## config.mk

```make
export PLATFORM = sky130hd
export DESIGN_NAME = usart_aux
export DESIGN_NICKNAME = d
export VERILOG_FILES = /design/src/rtl/usart_aux.v
export VERILOG_INCLUDE_DIRS = /design/src /design/src/include
export SDC_FILE = /design/constraint.sdc
export NUM_CORES = 1
export LEC_CHECK = 0
export ABC_AREA = 1
export BUFFER_PORTS_ARGS = -buffer_cell sky130_fd_sc_hd__buf_2
export CAP_MARGIN = 20
export CORE_ASPECT_RATIO = 2
export CORE_MARGIN = 3
export CORE_UTILIZATION = 51
export DETAILED_ROUTE_END_ITERATION = 16
export GPL_ROUTABILITY_DRIVEN = 0
export PLACE_DENSITY = 0.76
export SLEW_MARGIN = 10
export SYNTH_ARGS = -nofsm -noshare
export SYNTH_HDL_FRONTEND = slang
export SYNTH_SLANG_ARGS = --single-unit
```

## constraint.sdc

```tcl
create_clock -name clk_sys_i -period 2.5 [get_ports clk_sys_i]
set_clock_uncertainty 0.2 [all_clocks]
set_input_delay 0.375 -clock clk_sys_i [delete_from_list [all_inputs] [get_ports clk_sys_i]]
set_output_delay 0.375 -clock clk_sys_i [all_outputs]
set_load 0.02 [all_outputs]
```

## src/include/usart_aux_defines.vh

```
/*
 * constants for the serial transceiver auxiliary block: frame sizes,
 * timing counts and the address-mark bit position.
 * assumes a 125 MHz system clock and a baud tick supplied by the core.
 */
// Operation
// - mute suppresses receive flags and interrupts
// - mute exit follows the wake method setting
// - idle frame clears mute request bit
// - address byte low four bits compared
// - mismatch mutes, match unmutes receiver
// - clock output enable selects synchronous master
// - no clock during start or stop
// - last bit pulse enable gates final pulse
// - polarity sets idle level, phase sets edge
// - clock inactive when idle or break
// - start frame only with data, cts low
// - cts rise finishes frame then holds
// - rts low while able, high after frame
// - driver enable output around transmissions
// - de asserted lead time before start
// - de held lag time after stop
// - dma transmit requests fill transmit data
// - one dma receive request per byte
// - individual interrupt enables per source
// - enabled interrupt sources ored together
// - wake method zero idle, one address
`ifndef USART_AUX_DEFINES_VH
`define USART_AUX_DEFINES_VH

// ----------------------------------------------------------------
// frame layout
// ----------------------------------------------------------------
`define DATA_BITS 4'd8
`define ADDR_MARK_BIT 7
`define ADDR_BITS 4
// character time: start + 8 data + 1 stop, in baud ticks
`define CHAR_TICKS 4'd10

// ----------------------------------------------------------------
// transmit states
// ----------------------------------------------------------------
`define TX_IDLE 3'd0
`define TX_LEAD 3'd1
`define TX_START 3'd2
`define TX_DATA 3'd3
`define TX_STOP 3'd4
`define TX_LAG 3'd5
`define TX_BREAK 3'd6

`endif

```

## src/rtl/usart_aux.v

```verilog
/*
 * transmit/receive auxiliary logic: mute handling, synchronous clock
 * output, cts/rts flow control, driver enable, dma requests and irq merge.
 * assumes baud_tick_i is a one-cycle pulse per bit time from a divider
 * on the same clock; rx pin and cts pin are asynchronous.
 */
`include "usart_aux_defines.vh"

// ----------------------------------------------------------------
// two-entry skid buffer for transmit data
// ----------------------------------------------------------------
module tx_skid_buf
(
	input wire clk_sys_i, // system clock
	input wire arst_n_i, // async reset, low
	input wire [7:0] in_data_i, // word from source
	input wire in_valid_i, // source word valid
	output wire in_ready_o, // buffer can take word
	output wire [7:0] out_data_o, // word to shifter
	output wire out_valid_o, // buffer holds a word
	input wire out_ready_i // shifter takes word
);
	reg [7:0] mem_ff [0:1];
	reg wr_ptr_ff;
	reg rd_ptr_ff;
	reg [1:0] cnt_ff;
	wire push;
	wire pop;

	assign in_ready_o = (cnt_ff != 2'd2);
	assign out_valid_o = (cnt_ff != 2'd0);
	assign out_data_o = mem_ff[rd_ptr_ff];
	assign push = in_valid_i & in_ready_o;
	assign pop = out_valid_o & out_ready_i;

	// pointer and count update; storage needs no reset
	always @(posedge clk_sys_i or negedge arst_n_i)
	begin
		if (!arst_n_i)
		begin
			wr_ptr_ff <= 1'b0;
			rd_ptr_ff <= 1'b0;
			cnt_ff <= 2'd0;
		end
		else
		begin
			if (push)
				wr_ptr_ff <= ~wr_ptr_ff;
			if (pop)
				rd_ptr_ff <= ~rd_ptr_ff;
			cnt_ff <= cnt_ff + {1'b0, push} - {1'b0, pop};
		end
	end

	always @(posedge clk_sys_i)
	begin
		if (push)
			mem_ff[wr_ptr_ff] <= in_data_i;
	end
endmodule // tx_skid_buf

// ----------------------------------------------------------------
// top
// ----------------------------------------------------------------
module usart_aux
(
	input wire clk_sys_i, // system clock
	input wire arst_n_i, // async reset, low
	input wire baud_tick_i, // one pulse per bit time
	input wire rx_pin_i, // serial receive line
	input wire cts_n_pin_i, // clear to send, low
	input wire [7:0] tx_wdata_i, // transmit data write
	input wire tx_wvalid_i, // transmit data strobe
	output reg tx_wready_o, // transmit buffer can take data
	input wire [7:0] rx_byte_i, // byte from receive shifter
	input wire rx_byte_valid_i, // byte received pulse
	input wire rx_parity_err_i, // parity error on byte
	input wire rx_noise_err_i, // noise on byte
	input wire rx_frame_err_i, // frame error on byte
	input wire rx_char_match_i, // character match pulse
	input wire rx_timeout_i, // receive timeout pulse
	input wire rx_data_read_i, // rx data consumed
	input wire tx_send_break_i, // send break frame
	input wire mute_request_set_i, // sw sets mute request
	input wire mute_request_clr_i, // sw clears mute request
	input wire wake_method_select_i, // 0 idle, 1 address
	input wire [3:0] node_address_i, // own node address
	input wire half_duplex_enable_i, // must be 0 in sync mode
	input wire clock_output_enable_i, // sync mode select
	input wire last_bit_clock_pulse_enable_i, // pulse on last bit
	input wire clock_polarity_i, // idle level of clock
	input wire clock_phase_i, // capture edge select
	input wire cts_flow_enable_i, // cts flow control on
	input wire rts_flow_enable_i, // rts flow control on
	input wire driver_enable_function_i, // de output on
	input wire [4:0] de_lead_time_i, // de lead in bit times
	input wire [4:0] de_lag_time_i, // de lag in bit times
	input wire dma_transmit_enable_i, // dma tx requests on
	input wire dma_receive_enable_i, // dma rx requests on
	input wire flag_clr_i, // clears all sticky flags
	input wire rx_not_empty_irq_en_i, // rx not empty / overrun
	input wire idle_irq_en_i, // idle line
	input wire parity_irq_en_i, // parity error
	input wire error_irq_en_i, // dma mode errors
	input wire char_match_irq_en_i, // character match
	input wire timeout_irq_en_i, // receive timeout
	input wire tx_empty_irq_en_i, // transmit empty
	input wire tx_complete_irq_en_i, // transmit complete
	input wire cts_irq_en_i, // cts change
	output reg tx_pin_o, // serial transmit line
	output reg sync_clock_out_o, // synchronous clock
	output reg rts_n_o, // request to send, low
	output reg de_o, // driver enable
	output reg dma_tx_req_o, // dma transmit request
	output reg dma_rx_req_o, // dma receive request
	output reg mute_request_o, // mute state
	output reg rx_not_empty_flag_o, // status
	output reg overrun_flag_o, // status
	output reg idle_line_flag_o, // status
	output reg parity_error_flag_o, // status
	output reg noise_error_flag_o, // status
	output reg framing_error_flag_o, // status
	output reg char_match_flag_o, // status
	output reg timeout_flag_o, // status
	output reg tx_empty_flag_o, // status
	output reg tx_complete_flag_o, // status
	output reg cts_change_flag_o, // status
	output reg irq_o // merged interrupt
);

	// ----------------------------------------------------------------
	// pin synchronisers
	// ----------------------------------------------------------------
	reg rx_meta_ff, rx_sync_ff, cts_meta_ff, cts_sync_ff, cts_prev_ff;
	always @(posedge clk_sys_i or negedge arst_n_i)
	begin
		if (!arst_n_i)
		begin
			rx_meta_ff <= 1'b1;
			rx_sync_ff <= 1'b1;
			cts_meta_ff <= 1'b1;
			cts_sync_ff <= 1'b1;
			cts_prev_ff <= 1'b1;
		end
		else
		begin
			rx_meta_ff <= rx_pin_i;
			rx_sync_ff <= rx_meta_ff;
			cts_meta_ff <= cts_n_pin_i;
			cts_sync_ff <= cts_meta_ff;
			cts_prev_ff <= cts_sync_ff;
		end
	end

	// ----------------------------------------------------------------
	// idle detect and mute
	// ----------------------------------------------------------------
	reg [3:0] idle_cnt_ff;
	reg idle_seen_ff;
	wire idle_hit = baud_tick_i & rx_sync_ff & (idle_cnt_ff == `CHAR_TICKS - 4'd1) & ~idle_seen_ff;
	wire is_addr = rx_byte_valid_i & wake_method_select_i & rx_byte_i[`ADDR_MARK_BIT];
	wire addr_match = (rx_byte_i[`ADDR_BITS-1:0] == node_address_i);
	// the address byte itself is never delivered while it decides mute
	wire rx_live = rx_byte_valid_i & ~mute_request_o & ~is_addr;

	always @(posedge clk_sys_i or negedge arst_n_i)
	begin
		if (!arst_n_i)
		begin
			idle_cnt_ff <= 4'd0;
			idle_seen_ff <= 1'b0;
			mute_request_o <= 1'b0;
		end
		else
		begin
			if (!rx_sync_ff)
			begin
				idle_cnt_ff <= 4'd0;
				idle_seen_ff <= 1'b0;
			end
			else if (idle_hit)
				idle_seen_ff <= 1'b1; // one idle event per high stretch
			else if (baud_tick_i && !idle_seen_ff)
				idle_cnt_ff <= idle_cnt_ff + 4'd1;
			// hardware wake beats software set in same cycle
			if (is_addr)
				mute_request_o <= ~addr_match;
			else if (idle_hit && !wake_method_select_i)
				mute_request_o <= 1'b0;
			else if (mute_request_clr_i)
				mute_request_o <= 1'b0;
			else if (mute_request_set_i)
				mute_request_o <= 1'b1;
		end
	end

	// ----------------------------------------------------------------
	// transmit buffer and shifter
	// ----------------------------------------------------------------
	wire buf_in_ready, buf_valid;
	wire [7:0] buf_data;
	reg tx_take;
	tx_skid_buf u_buf
	(
		.clk_sys_i(clk_sys_i),
		.arst_n_i(arst_n_i),
		.in_data_i(tx_wdata_i),
		.in_valid_i(tx_wvalid_i),
		.in_ready_o(buf_in_ready),
		.out_data_o(buf_data),
		.out_valid_o(buf_valid),
		.out_ready_i(tx_take)
	);

	reg [2:0] st_ff;
	reg [7:0] shift_ff;
	reg [4:0] cnt_ff;
	reg half_ff;
	wire cts_ok = ~cts_flow_enable_i | ~cts_sync_ff; // sampled only between frames
	wire sync_on = clock_output_enable_i & ~half_duplex_enable_i;
	wire last_bit = (cnt_ff == 5'd7);

	always @*
	begin
		tx_take = 1'b0;
		if (baud_tick_i && buf_valid && cts_ok && !tx_send_break_i)
			tx_take = (st_ff == `TX_IDLE && (!driver_enable_function_i || de_lead_time_i == 5'd0))
				|| (st_ff == `TX_LEAD && cnt_ff == 5'd0) || (st_ff == `TX_STOP);
	end

	// frame sequencer; lead/lag counted in bit times
	always @(posedge clk_sys_i or negedge arst_n_i)
	begin
		if (!arst_n_i)
		begin
			st_ff <= `TX_IDLE;
			shift_ff <= 8'h00;
			cnt_ff <= 5'd0;
			half_ff <= 1'b0;
			tx_pin_o <= 1'b1;
			de_o <= 1'b0;
			sync_clock_out_o <= 1'b0;
		end
		else
		begin
			sync_clock_out_o <= clock_polarity_i; // idle level by default
			case (st_ff)
				`TX_IDLE:
				begin
					tx_pin_o <= 1'b1;
					de_o <= 1'b0;
					if (tx_send_break_i && baud_tick_i)
					begin
						st_ff <= `TX_BREAK;
						cnt_ff <= 5'd0;
					end
					else if (tx_take)
					begin
						shift_ff <= buf_data;
						st_ff <= `TX_START;
						tx_pin_o <= 1'b0;
						de_o <= driver_enable_function_i;
					end
					else if (baud_tick_i && buf_valid && cts_ok && driver_enable_function_i)
					begin
						st_ff <= `TX_LEAD;
						cnt_ff <= de_lead_time_i - 5'd1;
						de_o <= 1'b1;
					end
				end
				`TX_LEAD:
				if (tx_take)
				begin
					shift_ff <= buf_data;
					st_ff <= `TX_START;
					tx_pin_o <= 1'b0;
				end
				else if (baud_tick_i && cnt_ff != 5'd0)
					cnt_ff <= cnt_ff - 5'd1;
				`TX_START:
				if (baud_tick_i)
				begin
					st_ff <= `TX_DATA;
					cnt_ff <= 5'd0;
					half_ff <= 1'b0;
					tx_pin_o <= shift_ff[0];
				end
				`TX_DATA:
				begin
					// first cycle after tick only: phase 0 holds idle level, edge one cycle into the bit
					if (sync_on && (!last_bit || last_bit_clock_pulse_enable_i))
						sync_clock_out_o <= clock_polarity_i ^ (half_ff ^ clock_phase_i);
					if (baud_tick_i)
					begin
						half_ff <= 1'b0;
						shift_ff <= {1'b0, shift_ff[7:1]};
						if (last_bit)
						begin
							st_ff <= `TX_STOP;
							tx_pin_o <= 1'b1;
						end
						else
						begin
							cnt_ff <= cnt_ff + 5'd1;
							tx_pin_o <= shift_ff[1];
						end
					end
					else
						half_ff <= 1'b1;
				end
				`TX_STOP:
				if (baud_tick_i)
				begin
					if (tx_take)
					begin
						// back to back frame keeps de up, no lag
						shift_ff <= buf_data;
						st_ff <= `TX_START;
						tx_pin_o <= 1'b0;
					end
					else if (driver_enable_function_i && de_lag_time_i != 5'd0)
					begin
						st_ff <= `TX_LAG;
						cnt_ff <= de_lag_time_i;
					end
					else
					begin
						st_ff <= `TX_IDLE;
						de_o <= 1'b0;
					end
				end
				`TX_LAG:
				if (baud_tick_i)
				begin
					if (cnt_ff == 5'd1)
					begin
						st_ff <= `TX_IDLE;
						de_o <= 1'b0;
					end
					cnt_ff <= cnt_ff - 5'd1;
				end
				`TX_BREAK:
				begin
					tx_pin_o <= 1'b0; // no clock during break
					if (baud_tick_i)
					begin
						cnt_ff <= cnt_ff + 5'd1;
						if (cnt_ff == {1'b0, `CHAR_TICKS} - 5'd1)
						begin
							st_ff <= `TX_IDLE;
							tx_pin_o <= 1'b1;
						end
					end
				end
				default:
					st_ff <= `TX_IDLE;
			endcase
		end
	end

	// ----------------------------------------------------------------
	// flags, rts, dma
	// ----------------------------------------------------------------
	wire tx_done = (st_ff == `TX_STOP) & baud_tick_i & ~tx_take;
	wire rx_read = rx_data_read_i | dma_rx_req_o;
	always @(posedge clk_sys_i or negedge arst_n_i)
	begin
		if (!arst_n_i)
		begin
			rx_not_empty_flag_o <= 1'b0;
			overrun_flag_o <= 1'b0;
			idle_line_flag_o <= 1'b0;
			parity_error_flag_o <= 1'b0;
			noise_error_flag_o <= 1'b0;
			framing_error_flag_o <= 1'b0;
			char_match_flag_o <= 1'b0;
			timeout_flag_o <= 1'b0;
			tx_empty_flag_o <= 1'b1;
			tx_complete_flag_o <= 1'b1;
			cts_change_flag_o <= 1'b0;
			rts_n_o <= 1'b1;
			dma_tx_req_o <= 1'b0;
			dma_rx_req_o <= 1'b0;
			tx_wready_o <= 1'b0;
			irq_o <= 1'b0;
		end
		else
		begin
			// every set term wins over clear in the same cycle
			rx_not_empty_flag_o <= rx_live | (rx_not_empty_flag_o & ~rx_read & ~flag_clr_i);
			overrun_flag_o <= (rx_live & rx_not_empty_flag_o & ~rx_read) | (overrun_flag_o & ~flag_clr_i);
			idle_line_flag_o <= (idle_hit & ~mute_request_o) | (idle_line_flag_o & ~flag_clr_i);
			parity_error_flag_o <= (rx_live & rx_parity_err_i) | (parity_error_flag_o & ~flag_clr_i);
			noise_error_flag_o <= (rx_live & rx_noise_err_i) | (noise_error_flag_o & ~flag_clr_i);
			framing_error_flag_o <= (rx_live & rx_frame_err_i) | (framing_error_flag_o & ~flag_clr_i);
			char_match_flag_o <= (rx_char_match_i & ~mute_request_o) | (char_match_flag_o & ~flag_clr_i);
			timeout_flag_o <= (rx_timeout_i & ~mute_request_o) | (timeout_flag_o & ~flag_clr_i);
			tx_empty_flag_o <= ~buf_valid;
			tx_complete_flag_o <= tx_done | (tx_complete_flag_o & ~flag_clr_i & ~tx_take);
			cts_change_flag_o <= (cts_flow_enable_i & (cts_sync_ff ^ cts_prev_ff)) | (cts_change_flag_o & ~flag_clr_i);
			// rts high from byte arrival until data consumed
			rts_n_o <= rts_flow_enable_i & (rx_live | (rx_not_empty_flag_o & ~rx_read));
			dma_tx_req_o <= dma_transmit_enable_i & buf_in_ready & ~tx_wvalid_i;
			dma_rx_req_o <= dma_receive_enable_i & rx_live; // one pulse per byte
			tx_wready_o <= buf_in_ready;
			// merge enabled sources onto one line
			irq_o <= (rx_not_empty_irq_en_i & (rx_not_empty_flag_o | overrun_flag_o))
				| (idle_irq_en_i & idle_line_flag_o)
				| (parity_irq_en_i & parity_error_flag_o)
				| (error_irq_en_i & dma_receive_enable_i
					& (noise_error_flag_o | overrun_flag_o | framing_error_flag_o))
				| (char_match_irq_en_i & char_match_flag_o)
				| (timeout_irq_en_i & timeout_flag_o)
				| (tx_empty_irq_en_i & tx_empty_flag_o)
				| (tx_complete_irq_en_i & tx_complete_flag_o)
				| (cts_irq_en_i & cts_change_flag_o);
		end
	end
endmodule // usart_aux

```

==> results.cfg <==
[synth]
synthCells = 458
synth_edf_count = 16
seq_area_frac_synth = 0.483
yosysTopAreaCellShare = 0.287
synth_cell_types = 39
synth_area_leaders = dfrtp_1 (29%), nand2_1 (15%), edfxtp_1 (13%), dfstp_2 (6.5%), nor2_1 (5.6%)
synth_area_leader_cell = dfrtp_1
syn_area_sq_um = 3660
synth_ff_type = dfrtp_1
synth_seq_cells = 67
ys_top_cells_by_count = nand2_1 (148), nor2_1 (55), inv_1 (46)
async_flop_share = 0.761
yosys.cell_count.top_type = nand2_1
synth_nets = 535
syn_area_per_cell_sq_um = 7.99
ys_warn_count = 0

[cells_and_area]
final_cells = 656
drive_gt1_frac = 0.235
n_fill_cell = 582
multi_input_area_sq_um = 1660
seq_area_sq_um = 1770
post-route-util = 0.653
num-nets-final = 638
antenna_cells = 0
fin_area_sq_um = 4530
area_growth_pct = 23.8

[worst_setup_path]
arrival_ps = 2290
worstPathRequired_ps = 2500
path_max_fanout = 4
worstSetupPathType = reg -> reg
crit_path_start = cnt_ff[0]
crit_path_end_kind = flop
reg2reg_from = cnt_ff[0]
cp-start-kind = flop

[clock_tree]
clk-insertion-delay-late_ps = 320
numCtsBuffers = 9
cts.clk_slew.worst_paths_ps = 50
cts_root_buffer = clkbuf_16
htreeDepth = 3
numClockSinks = 67
clock_path_buffers = 2
cts_tree = yes

[route]
routed_via_density = 5.08
drc_errors = 0
ant_nets = 0
drtIter0Drc = 178
wl_microns = 8260
wl_per_cell_microns = 12.6
via_count = 3331
first_pass_iters = 5

[pwr]
vdd_drop_max_mv = 0.744
leakage_nw = 2.38
power_density_nw_per_um2 = 1020

[global_routing]
grt.overflow.total = 0
grt_usage = 0.216
antenna_found_initial = 0
grt_max_degree = 22
grt_pass1_wl_microns = 13900
grt_pass1_vias = 3327

[floorplan]
rows = 43
core_sq_um = 6940
die-area_sq_um = 8290
die_h_microns = 126
pin_count = 87
die_w_microns = 65.9
start_util = 0.527

[place]
pre_cts_ws_ps = 160
portBuffers = 83
place_hpwl_microns = 6600
place_area_sq_um = 4230
dpl.cell_count = 635

[timing]
slew_viol_final = 0
finalCriticalPeriod_ps = 2280
setup_ws_ps = 217
rsz0062_at_grt = false
tns_ps = 0
setup_viol = 0
hold_viol_final = 0
slew_headroom = 0.575
tightest_slew_ps = 634
fmax_ghz = 0.438
finalCritPeriodShare = 0.913

[worst_hold_path]
hp-start = mute_request_clr_i
hold_path_class = in -> reg

[run]
drv_cap = 0

[status]
status = finished, final reports clean
[cells in the final DEF (no fill, tap or decap), types with 2 or more instances in the layout]
cell	instances
nand3b_1	4
edfxtp_1	16
nand3_1	34
a21oi_1	12
inv_1	46
inv_2	2
xor2_1	6
nand3_2	4
dfrtp_1	41
clkinv_1	4
nor3_1	4
o211ai_1	2
xnor2_1	5
nand2_4	5
nand2_1	148
nor2_1	55
clkinv_2	2
o21ai_0	21
buf_2	83
a31oi_1	6
ha_1	10
nand4_1	5
dlygate4sd3_1	4
dfstp_2	9
buf_4	11
clkbuf_16	9
clkbuf_1	3
[layout make-up]
class | instances | area share
well taps | 90 | 0.0249
inverters | 51 | 0.0428
repair buffers | 98 | 0.119
clock buffers | 12 | 0.0522
flip-flops and latches | 67 | 0.391
multi-input cells | 334 | 0.367
clock inverters | 4 | 0.00387
[state kept, by name, summed over array words and instances (netlist names), 2 cells and up]
signal,count
cnt_ff,5
st_ff,3
u_buf.mem_ff,16
idle_cnt_ff,4
u_buf.cnt_ff,2
shift_ff,8
[power breakdown]
group          total, mW  internal [mW]  leakage [nW]  switching [mW]
sequential          1.65           1.44         0.770           0.210
clock               1.06          0.659         0.125           0.404
combinational       1.91          0.682          1.48            1.23
total               4.62           2.78          2.38            1.84
[critical path: stages (launching register included)]
cell and delay, ps:
dfrtp_1 350, inv_1 80, ha_1 200, inv_1 50
nor2_1 30, nand2_1 70, nor2_1 50, nor2_1 150
nand2_2 110, nand2_4 70, inv_1 50, ha_1 270
inv_1 40, ha_1 190, xnor2_1 130, xor2_1 140
[layer usage]
layer  global-route usage  share of wire  wire, microns
met1                0.211           0.35           2910
met2                0.404           0.57           4730
met3               0.0294          0.038            315
met4                0.133          0.037            308
met5                    0              0              0
[path summary, 6_finish.rpt]
check,endpoint,slack [ps],cells past startpoint
hold / removal,mute_request_o,30,2
hold reg to reg,rx_sync_ff,150,0
setup reg to reg,u_buf.cnt_ff[1],220,15
max in group asynchronous,tx_pin_o,1100,3
min in group asynchronous,dma_rx_req_o,330,2
setup / recovery,u_buf.cnt_ff[1],220,15
[cells by family after synthesis]
group / Yosys count / synth area share
flops: 67 / 0.483
fa+ha+maj: 10 / 0.0342
xor+xnor: 11 / 0.0263
compound gates: 49 / 0.0773
buf+inv: 57 / 0.0629
simple gates: 264 / 0.316
[metrics by stage]
step | power (mW) | hold WS (ps)
floorplan | 3.04 | -121
global placement | 3.50 | 139
detailed placement | 3.56 | 148
CTS | 4.65 | 24.5
global route | 5.01 | 28.5
finish | 4.62 | 28.6
[what timing repair did]
item                                    in CTS  in global routing
endpoints found under the setup margin       0                  1
setup buffers                                0                  1
hold endpoints to repair                    17                  0
resized for setup                            0                  1
hold buffers                                 4                  0
(Power assumes the default switching activity.)
